==> src/inc/rcg_pkg.sv <==
// reset and clock generation: shared constants, register map, field layout
// assumes one core clock at 100 MHz; pixel clock synthesis is modelled
package rcg_pkg;
	// clock and timing
	localparam int unsigned CLK_MHZ          = 100;
	localparam int unsigned REF_KHZ          = 14318;
	localparam int unsigned RST_DELAY_US     = 100;
	// reference cycles for the release delay (rounded up)
	localparam int unsigned RST_DELAY_CYC    =
		(RST_DELAY_US * REF_KHZ + 999) / 1000;
	localparam int unsigned POR_MIN_US       = 100;
	localparam int unsigned PLL_SETTLE_US    = 500;
	localparam int unsigned PLL_SETTLE_CYC   = PLL_SETTLE_US * CLK_MHZ;
	// frequency limits in MHz, legacy limit in kHz
	localparam int unsigned LEG_MAX_KHZ      = 8330;
	localparam int unsigned PIX_MIN_MHZ      = 10;
	localparam int unsigned PIX_MAX_MHZ      = 200;
	localparam int unsigned PIX_GFX_MAX_MHZ  = 150;
	localparam int unsigned VCO_MIN_MHZ      = 140;
	localparam int unsigned VCO_MAX_MHZ      = 300;

	// register map (byte offsets)
	localparam logic [7:0] TIMER_CTRL_LEGACY_CLOCK_DIVIDER_OFF = 8'h50;
	localparam logic [7:0] TIMER_CTRL_RST_VAL = 8'h7B;
	localparam logic [7:0] PIXEL_CFG_OFF      = 8'h24;
	localparam logic [31:0] PIXEL_CFG_RST_VAL = 32'h00000000;
	localparam logic [7:0] STATUS_OFF         = 8'h60;

	// legacy divisor field
	localparam int unsigned LDIV_LSB = 0;
	localparam int unsigned LDIV_W   = 3;
	localparam logic [2:0] LDIV_RSVD = 3'h0;
	localparam logic [2:0] LDIV_DIV3 = 3'h2;
	localparam logic [2:0] LDIV_DIV4 = 3'h3;

	// pixel config fields
	localparam int unsigned PC_FB_RESET = 31;
	localparam int unsigned PC_HALF_DIS = 30;
	localparam int unsigned PC_PD_MSB   = 28;
	localparam int unsigned PC_PD_LSB   = 24;
	localparam int unsigned PC_PLUS1    = 23;
	localparam int unsigned PC_N_MSB    = 22;
	localparam int unsigned PC_N_LSB    = 12;
	localparam int unsigned PC_CLK_ON   = 11;
	localparam int unsigned PC_BYPASS   = 8;
	localparam int unsigned PC_ID_MSB   = 2;
	localparam int unsigned PC_ID_LSB   = 0;
	localparam logic [31:0] PC_WMASK    = 32'hDFFFF907;
	localparam logic [4:0] PD_ONE_CODE  = 5'h0F;
	localparam logic [4:0] PD_RSVD_CODE = 5'h1F;

	// legacy code to divide value
	function automatic logic [3:0] rcg_leg_div(input logic [2:0] code);
		rcg_leg_div = {1'b0, code} + 4'h1;
	endfunction : rcg_leg_div

	// input divider code to divide value (2..9), per printed table
	function automatic logic [3:0] rcg_in_div(input logic [2:0] code);
		case (code)
			3'h0: rcg_in_div = 4'h2;
			3'h1: rcg_in_div = 4'h3;
			3'h2: rcg_in_div = 4'h4;
			3'h3: rcg_in_div = 4'h5;
			3'h4: rcg_in_div = 4'h6;
			3'h5: rcg_in_div = 4'h7;
			3'h6: rcg_in_div = 4'h8;
			default: rcg_in_div = 4'h9;
		endcase
	endfunction : rcg_in_div

	// post divider code to divide value, zero for reserved
	function automatic logic [4:0] rcg_post_div(input logic [4:0] code);
		logic [4:0] t [32];
		t = '{5'd8, 5'd6, 5'd18, 5'd4, 5'd12, 5'd16, 5'd24, 5'd2,
			5'd10, 5'd20, 5'd14, 5'd26, 5'd22, 5'd28, 5'd30, 5'd1,
			5'd9, 5'd7, 5'd19, 5'd5, 5'd13, 5'd17, 5'd25, 5'd3,
			5'd11, 5'd21, 5'd15, 5'd27, 5'd23, 5'd29, 5'd31, 5'd0};
		rcg_post_div = t[code];
	endfunction : rcg_post_div
endpackage : rcg_pkg

==> src/inc/rcg_if.sv <==
// reset and clock generation link between device and system party
// assumes both ends share core_clk; cpu_rst is active high, por_n and pci_rst_n are active low
`timescale 1ns/1ns
interface rcg_if;
	logic        por_n;
	logic        ref_clk_en;
	logic        pci_rst_n;
	logic        cpu_rst;
	logic        legacy_bus_clock;
	logic        pixel_clock;
	logic        reg_wr;
	logic        reg_rd;
	logic [7:0]  reg_addr;
	logic [31:0] reg_wdata;
	logic [31:0] reg_rdata;

	modport dev (
		input  por_n, ref_clk_en, reg_wr, reg_rd, reg_addr, reg_wdata,
		output pci_rst_n, cpu_rst, legacy_bus_clock, pixel_clock, reg_rdata
	);
	modport sys (
		output por_n, ref_clk_en, reg_wr, reg_rd, reg_addr, reg_wdata,
		input  pci_rst_n, cpu_rst, legacy_bus_clock, pixel_clock, reg_rdata
	);
endinterface : rcg_if

==> src/hw/rcg_dev.sv <==
// reset and clock generation device end
// assumes core_clk stands in for the pci clock; reference clock arrives
// as a one-cycle enable pulse; por_n and ref_clk_en are synchronised here
// limitation: the pixel clock is a toggle model, not a real pll
`timescale 1ns/1ns
module rcg_dev
	import rcg_pkg::*;
#(
	parameter int unsigned RST_CYC = RST_DELAY_CYC
) (
	// clock and reset
	input  wire logic        core_clk,
	input  wire logic        rst,
	// link
	rcg_if.dev               lnk,
	// user side: decoded pll settings, pll running flag and legacy divisor invalid flag
	output logic [3:0]        pll_input_divider,
	output logic [11:0]       pll_feedback_divider,
	output logic [4:0]        pll_post_divider,
	output logic              pll_running,
	output logic              leg_div_invalid
);
	// all state in one record; always_comb builds the next copy
	typedef struct packed {
		logic [1:0]  por_sync;
		logic [1:0]  ref_sync;
		logic        ref_prev;
		logic [15:0] rst_cnt;
		logic        rst_out;
		logic [7:0]  leg_reg;
		logic [3:0]  leg_cnt;
		logic        leg_clk;
		logic [31:0] pix_cfg;
		logic [11:0] fb_acc;
		logic        pix_clk;
		logic [31:0] rdata;
	} rcg_dev_s;

	rcg_dev_s st_q;
	rcg_dev_s st_d;
	logic     ref_tick;
	logic [3:0]  ldiv;
	logic [3:0]  idv;
	logic [11:0] fdv;
	logic [4:0]  pdv;
	logic [12:0] fb_sum;
	logic        pll_ok;
	logic [8:0]  div_prod;
	logic        leg_off;
	logic [31:0] status_w;

	// -----------------------------------------------------------------
	// helpers
	// -----------------------------------------------------------------
	// reserved legacy code parks the clock rather than guess a ratio
	function automatic logic leg_code_rsvd(input logic [7:0] r);
		leg_code_rsvd = r[LDIV_W-1:0] == LDIV_RSVD;
	endfunction : leg_code_rsvd

	// -----------------------------------------------------------------
	// decode
	// -----------------------------------------------------------------
	// reference idles low and the edge flop resets low: no false tick
	assign ref_tick = st_q.ref_sync[1] & ~st_q.ref_prev;
	assign ldiv = rcg_leg_div(st_q.leg_reg[LDIV_W-1:0]);
	assign idv  = rcg_in_div(st_q.pix_cfg[PC_ID_MSB:PC_ID_LSB]);
	assign fdv  = {st_q.pix_cfg[PC_N_MSB:PC_N_LSB], 1'b0}
		| {11'h000, st_q.pix_cfg[PC_PLUS1]};
	assign pdv  = rcg_post_div(st_q.pix_cfg[PC_PD_MSB:PC_PD_LSB]);
	// pll runs when enabled or pd is one, not held in feedback reset, with legal pd and nonzero fd
	assign pll_ok = (st_q.pix_cfg[PC_CLK_ON]
		|| st_q.pix_cfg[PC_PD_MSB:PC_PD_LSB] == PD_ONE_CODE)
		&& !st_q.pix_cfg[PC_FB_RESET] && pdv != 5'h00
		&& fdv != 12'h000;
	assign fb_sum = {1'b0, st_q.fb_acc} + {1'b0, fdv};
	// widen both factors first: id 9 times pd 31 needs nine bits
	assign div_prod = {5'h00, idv} * {4'h0, pdv};
	assign leg_off  = leg_code_rsvd(st_q.leg_reg);
	// status word: bit0 reserved legacy code, bit1 resets held,
	// bit2 pll running
	assign status_w = {29'h0, pll_ok, st_q.rst_out, leg_off};

	// -----------------------------------------------------------------
	// next state
	// -----------------------------------------------------------------
	always_comb begin
		st_d = st_q;
		st_d.por_sync = {st_q.por_sync[0], lnk.por_n};
		st_d.ref_sync = {st_q.ref_sync[0], lnk.ref_clk_en};
		st_d.ref_prev = st_q.ref_sync[1];

		// reset release counted in reference cycles; a new power-on
		// pulse clears the count, so a short glitch restarts the delay
		if (!st_q.por_sync[1]) begin
			st_d.rst_cnt = 16'h0000;
			st_d.rst_out = 1'b1;
		end else if (st_q.rst_out && ref_tick) begin
			if (st_q.rst_cnt >= 16'(RST_CYC - 1))
				st_d.rst_out = 1'b0;
			else
				st_d.rst_cnt = st_q.rst_cnt + 16'h0001;
		end

		// legacy clock: high in the second half of each period,
		// parked low by the reserved code; a new code acts at once,
		// so the first period after a write may come out short
		if (leg_off) begin
			st_d.leg_cnt = 4'h0;
			st_d.leg_clk = 1'b0;
		end else if (st_q.leg_cnt >= ldiv - 4'h1) begin
			st_d.leg_cnt = 4'h0;
			st_d.leg_clk = 1'b0;
		end else begin
			st_d.leg_cnt = st_q.leg_cnt + 4'h1;
			if (st_q.leg_cnt == (ldiv >> 1) - 4'h1)
				st_d.leg_clk = 1'b1;
		end

		// pixel clock: phase accumulator adds fd per reference tick and
		// toggles after pd*id, giving ref*fd/(2*pd*id); bypass passes ref
		// bypass hands the reference through while the pll settles
		if (st_q.pix_cfg[PC_BYPASS]) begin
			st_d.pix_clk = st_q.ref_sync[1];
			st_d.fb_acc  = 12'h000;
		end else if (!pll_ok) begin
			st_d.pix_clk = 1'b0;
			st_d.fb_acc  = 12'h000;
		end else if (ref_tick) begin
			// limitation: one toggle per tick at most, so feedback
			// above id*pd lies outside what this model can follow
			if (fb_sum >= {4'h0, div_prod}) begin
				st_d.fb_acc  = 12'(fb_sum - {4'h0, div_prod});
				st_d.pix_clk = ~st_q.pix_clk;
			end else begin
				st_d.fb_acc = fb_sum[11:0];
			end
		end

		// register writes; unmapped offsets are dropped without trace
		if (lnk.reg_wr) begin
			case (lnk.reg_addr)
				TIMER_CTRL_LEGACY_CLOCK_DIVIDER_OFF:
					st_d.leg_reg = lnk.reg_wdata[7:0];
				PIXEL_CFG_OFF:
					st_d.pix_cfg = lnk.reg_wdata & PC_WMASK;
				default: ;
			endcase
		end

		// register reads, data in the next cycle only
		st_d.rdata = 32'h00000000;
		if (lnk.reg_rd) begin
			case (lnk.reg_addr)
				TIMER_CTRL_LEGACY_CLOCK_DIVIDER_OFF:
					st_d.rdata = {24'h000000, st_q.leg_reg};
				PIXEL_CFG_OFF:  st_d.rdata = st_q.pix_cfg;
				STATUS_OFF:     st_d.rdata = status_w;
				default:        st_d.rdata = 32'h00000000;
			endcase
		end
	end

	// synchronous reset loads constants only; resets come up asserted
	always_ff @(posedge core_clk) begin
		if (rst) begin
			st_q          <= '0;
			st_q.rst_out  <= 1'b1;
			st_q.leg_reg  <= TIMER_CTRL_RST_VAL;
			st_q.pix_cfg  <= PIXEL_CFG_RST_VAL;
		end else begin
			st_q <= st_d;
		end
	end

	// -----------------------------------------------------------------
	// outputs
	// -----------------------------------------------------------------
	// both resets come from one flop so they can never disagree
	assign lnk.pci_rst_n        = ~st_q.rst_out;
	assign lnk.cpu_rst          = st_q.rst_out;
	assign lnk.legacy_bus_clock = st_q.leg_clk;
	assign lnk.pixel_clock      = st_q.pix_clk;
	assign lnk.reg_rdata        = st_q.rdata;
	assign pll_input_divider    = idv;
	assign pll_feedback_divider = fdv;
	assign pll_post_divider     = pdv;
	assign pll_running          = pll_ok;
	assign leg_div_invalid      = leg_off;
endmodule : rcg_dev

==> src/flat_wrapper.sv <==
// flat-port wrapper written by rule: the top's interface ports become plain ports
module rcg_dev_flat import rcg_pkg::*;
#(
	parameter int unsigned RST_CYC = RST_DELAY_CYC
)
  (core_clk, rst, pll_input_divider, pll_feedback_divider, pll_post_divider, pll_running, leg_div_invalid, lnk_por_n, lnk_ref_clk_en, lnk_reg_wr, lnk_reg_rd, lnk_reg_addr, lnk_reg_wdata, lnk_pci_rst_n, lnk_cpu_rst, lnk_legacy_bus_clock, lnk_pixel_clock, lnk_reg_rdata);
  rcg_if lnk_i ();
  input  wire logic core_clk;
  input  wire logic rst;
  output logic [3:0] pll_input_divider;
  output logic [11:0] pll_feedback_divider;
  output logic [4:0] pll_post_divider;
  output logic pll_running;
  output logic leg_div_invalid;
  input wire logic [$bits(lnk_i.por_n)-1:0] lnk_por_n;
  input wire logic [$bits(lnk_i.ref_clk_en)-1:0] lnk_ref_clk_en;
  input wire logic [$bits(lnk_i.reg_wr)-1:0] lnk_reg_wr;
  input wire logic [$bits(lnk_i.reg_rd)-1:0] lnk_reg_rd;
  input wire logic [$bits(lnk_i.reg_addr)-1:0] lnk_reg_addr;
  input wire logic [$bits(lnk_i.reg_wdata)-1:0] lnk_reg_wdata;
  output wire logic [$bits(lnk_i.pci_rst_n)-1:0] lnk_pci_rst_n;
  output wire logic [$bits(lnk_i.cpu_rst)-1:0] lnk_cpu_rst;
  output wire logic [$bits(lnk_i.legacy_bus_clock)-1:0] lnk_legacy_bus_clock;
  output wire logic [$bits(lnk_i.pixel_clock)-1:0] lnk_pixel_clock;
  output wire logic [$bits(lnk_i.reg_rdata)-1:0] lnk_reg_rdata;
  assign lnk_i.por_n = lnk_por_n;
  assign lnk_i.ref_clk_en = lnk_ref_clk_en;
  assign lnk_i.reg_wr = lnk_reg_wr;
  assign lnk_i.reg_rd = lnk_reg_rd;
  assign lnk_i.reg_addr = lnk_reg_addr;
  assign lnk_i.reg_wdata = lnk_reg_wdata;
  assign lnk_pci_rst_n = lnk_i.pci_rst_n;
  assign lnk_cpu_rst = lnk_i.cpu_rst;
  assign lnk_legacy_bus_clock = lnk_i.legacy_bus_clock;
  assign lnk_pixel_clock = lnk_i.pixel_clock;
  assign lnk_reg_rdata = lnk_i.reg_rdata;
  rcg_dev #(.RST_CYC(RST_CYC)) u_core (.core_clk(core_clk), .rst(rst), .lnk(lnk_i), .pll_input_divider(pll_input_divider), .pll_feedback_divider(pll_feedback_divider), .pll_post_divider(pll_post_divider), .pll_running(pll_running), .leg_div_invalid(leg_div_invalid));
endmodule
==> config.mk <==
export PLATFORM = sky130hd
export DESIGN_NAME = rcg_dev_flat
export DESIGN_NICKNAME = d
export VERILOG_FILES = /design/src/inc/rcg_pkg.sv /design/src/inc/rcg_if.sv /design/src/hw/rcg_dev.sv /design/src/flat_wrapper.sv
export SDC_FILE = /design/constraint.sdc
export NUM_CORES = 1
export LEC_CHECK = 0
export ABC_AREA = 0
export BUFFER_PORTS_ARGS = -buffer_cell sky130_fd_sc_hd__buf_2
export CAP_MARGIN = 20
export CORE_AREA = 2 2 137 139
export CTS_BUF_LIST = sky130_fd_sc_hd__clkbuf_8
export DETAILED_ROUTE_END_ITERATION = 6
export DIE_AREA = 0 0 139 141
export HOLD_SLACK_MARGIN = 0.12
export REMOVE_ABC_BUFFERS = 1
export SLEW_MARGIN = 0
export SYNTH_ARGS = -nofsm -noshare
export SYNTH_HDL_FRONTEND = slang
export SYNTH_SLANG_ARGS = --single-unit
==> constraint.sdc <==
create_clock -name core_clk -period 10.6 [get_ports core_clk]
set_input_delay 2.12 -clock core_clk [delete_from_list [all_inputs] [get_ports core_clk]]
set_output_delay 2.12 -clock core_clk [all_outputs]
set_load 0.01 [all_outputs]
==> flow_summary.json <==
{
  "status": "complete, no violations",
  "placed_area_um2": 6390,
  "antenna_found_initial": 0,
  "crit_top_cell": "inv_1",
  "grt_max_degree": 37,
  "slew_viol_final": 0,
  "area_growth_pct": 9.01,
  "p_total_uw": 687,
  "h-tree-depth": 3,
  "ys_top_cells_by_area": "dfxtp_1, ha_1, nand2_1, buf_4, a21oi_1",
  "async_flop_share_pct": 0,
  "yosys.cell_types.count": 65,
  "drive_above_1_share_pct": 17.3,
  "fp.dieW_um": 139,
  "syn-cell-area_um2": 6050,
  "fin_nets": 861,
  "p_leak_uw": 0.00311,
  "yosysMostFrequentCell": "dfxtp_1",
  "cts_resized": 0,
  "crit_slowest_cell": "a2111oi_4",
  "post-route-util_pct": 36.1,
  "hold_viol": 0,
  "setup_viol": 0,
  "diodes": 0,
  "routabilityCongestion": 0.796,
  "netlist_top_cells_count": "dfxtp_1, nand2_1, nor2_1",
  "path_clk_slew_ns": 0.10,
  "p_per_area_nw_per_um2": 104,
  "yosys.area.top_type": "dfxtp_1",
  "dpl.hpwl_mm": 9.56,
  "finalClockSkew_ns": 0.0139,
  "crit_type": "reg2reg",
  "yosysTopAreaCellShare_pct": 33.4,
  "final_area_um2": 6600,
  "drt_pass1_iterations": 5,
  "start_util_pct": 33.1,
  "track_usage_pct": 13.5,
  "start_kind": "flop",
  "cp_top_family": "compound AO/OA/AOI/OAI gates",
  "cts_buffers": 9,
  "relSlewSlack_pct": 34.5,
  "path_buf_inv": 4,
  "routed-via-count": 4663,
  "critPathCaptureType": "flop",
  "cts_tree": "yes",
  "fin_tns_setup_ns": 0,
  "port_buffers": 98,
  "grt_overflow": 0,
  "layout_min_cycle_time_ns": 6.76,
  "cts_hold_buf": 0,
  "die-height_um": 141,
  "synth-seq-cells": 101,
  "cts.sinks": 101,
  "first_iter_violations": 189,
  "synth_cells": 712,
  "root_buffer": "clkbuf_8",
  "slowest_delay_ns": 0.86,
  "io_pins": 105,
  "synth-edff-count": 0,
  "rsz0062_at_grt": "no",
  "coreArea_um2": 18300,
  "rows": 50,
  "synth_area_per_cell_um2": 8.50,
  "vias_per_cell": 4.67,
  "grt_pass1_wl_mm": 21.8,
  "wirelength_mm": 12.6,
  "clkLatencyLatePin_ns": 0.39,
  "clock_path_buffers": 2,
  "grt_pass1_vias": 4610,
  "fillers": 1917,
  "cp_data_required_time_ns": 10.90,
  "wl_per_cell_um": 12.6,
  "hold_path_class": "reg2reg",
  "fmax_mhz": 148,
  "cts_setup_buffers": 0,
  "synthFlopType": "dfxtp_1",
  "synth_warnings": 0,
  "crit_arrival_ns": 7.06,
  "yosysSeqAreaShare_pct": 33.4,
  "min_period_over_period_pct": 63.8,
  "path_max_fanout": 13,
  "drc": 0,
  "crit_chain": "inv_1, ha_1, mux2_2, a221oi_1, nor2_1, fa_1, inv_1, fa_1, inv_1, ha_1, a21oi_1, o21bai_1, a21o_1, a21oi_1, xor2_1, ha_1, a21oi_1, inv_1, a311o_2, a2111oi_4, mux2_2, a211oi_1",
  "antenna_left": 0,
  "die-area_um2": 19600,
  "ir_drop_mv": 0.0714,
  "cap_violations": 0,
  "worstMarginPinSlew_ns": 0.982
}
-- metal layers --
metal	track usage, %	share of wire, %	vias to the layer above
li1	-	-	2458
met1	17.4	50	2082
met2	22.1	43	109
met3	3.46	5.5	14
met4	4.47	1.7	0
met5	0	0	-
-- cells by family (layout without fill, tap and decap cells) --
| logic type | Yosys count | count (layout) | share of synthesized area, % |
|---|---|---|---|
| AND/OR/NAND/NOR | 266 | 266 | 20.9 |
| AO/OA/AOI/OAI | 132 | 132 | 15.3 |
| buffers and inverters | 107 | 157 | 10.3 |
| flip-flops | 101 | 101 | 33.4 |
| adder cells (fa/ha/maj) | 56 | 56 | 12.6 |
| XOR/XNOR | 37 | 37 | 5.35 |
| multiplexers | 12 | 12 | 2.03 |
| other | 1 | 3 | 0.0620 |
-- path summary, 6_finish.rpt --
kind / end / cells past startpoint / startpoint / slack, ns
setup / recovery: u_core.st_q[33]$_SDFFE_PP0P_ / 22 / u_core.st_q[69]$_SDFFE_PP0P_ / 3.84
hold / removal: u_core.st_q[111]$_SDFF_PP0_ / 1 / u_core.st_d[111]$_SDFF_PP0_ / 0.45
setup reg to reg: u_core.st_q[33]$_SDFFE_PP0P_ / 22 / u_core.st_q[69]$_SDFFE_PP0P_ / 3.84
hold reg to reg: u_core.st_q[111]$_SDFF_PP0_ / 1 / u_core.st_d[111]$_SDFF_PP0_ / 0.45
-- metrics by stage --
step	hold slack, ns	setup slack [ns]	cells
4_1_cts	0.452	3.81	997
3_3_place_gp	0.417	3.89	981
2_1_floorplan	0.414	4.57	645
6_report	0.453	3.84	998
5_1_grt	0.482	3.33	998
3_5_place_dp	0.429	3.84	981
-- cell type report --
type	instances	area (um^2)	share of cell area, %
Clock buffer	10	138	2.09
Clock inverter	6	63.8	0.967
Inverter	38	143	2.16
Multi-Input combinational cell	506	3410	51.7
Sequential cell	101	2020	30.6
Tap cell	234	293	4.44
Timing Repair Buffer	103	526	7.97
-- cell usage in the layout, fill, tap and decap left out, types with 14 or more instances in the layout --
| cell | count |
|---|---|
| and2_1 | 35 |
| a21oi_1 | 52 |
| nand2_1 | 96 |
| nor2b_1 | 14 |
| nor2_1 | 69 |
| xnor2_1 | 17 |
| inv_1 | 38 |
| buf_2 | 98 |
| ha_1 | 48 |
| o21ai_0 | 14 |
| dfxtp_1 | 101 |
| xor2_1 | 20 |
-- report_power, final --
group	switching (uW)	total, uW	internal, uW	leakage (uW)
sequential	6.70	392	385	0.000815
combinational	21.8	42.7	20.9	0.00219
clock	137	253	115	0.000104
-- registers in the layout (all words and copies together) (netlist names) --
signal / cells
u_core.lnk.reg_rdata: 29
u_core.st_q: 66
u_core.lnk.legacy_bus_clock: 1
u_core.st_d: 3
u_core.lnk.cpu_rst: 1
u_core.lnk.pixel_clock: 1
No activity file was read; power rests on OpenSTA's default activity.
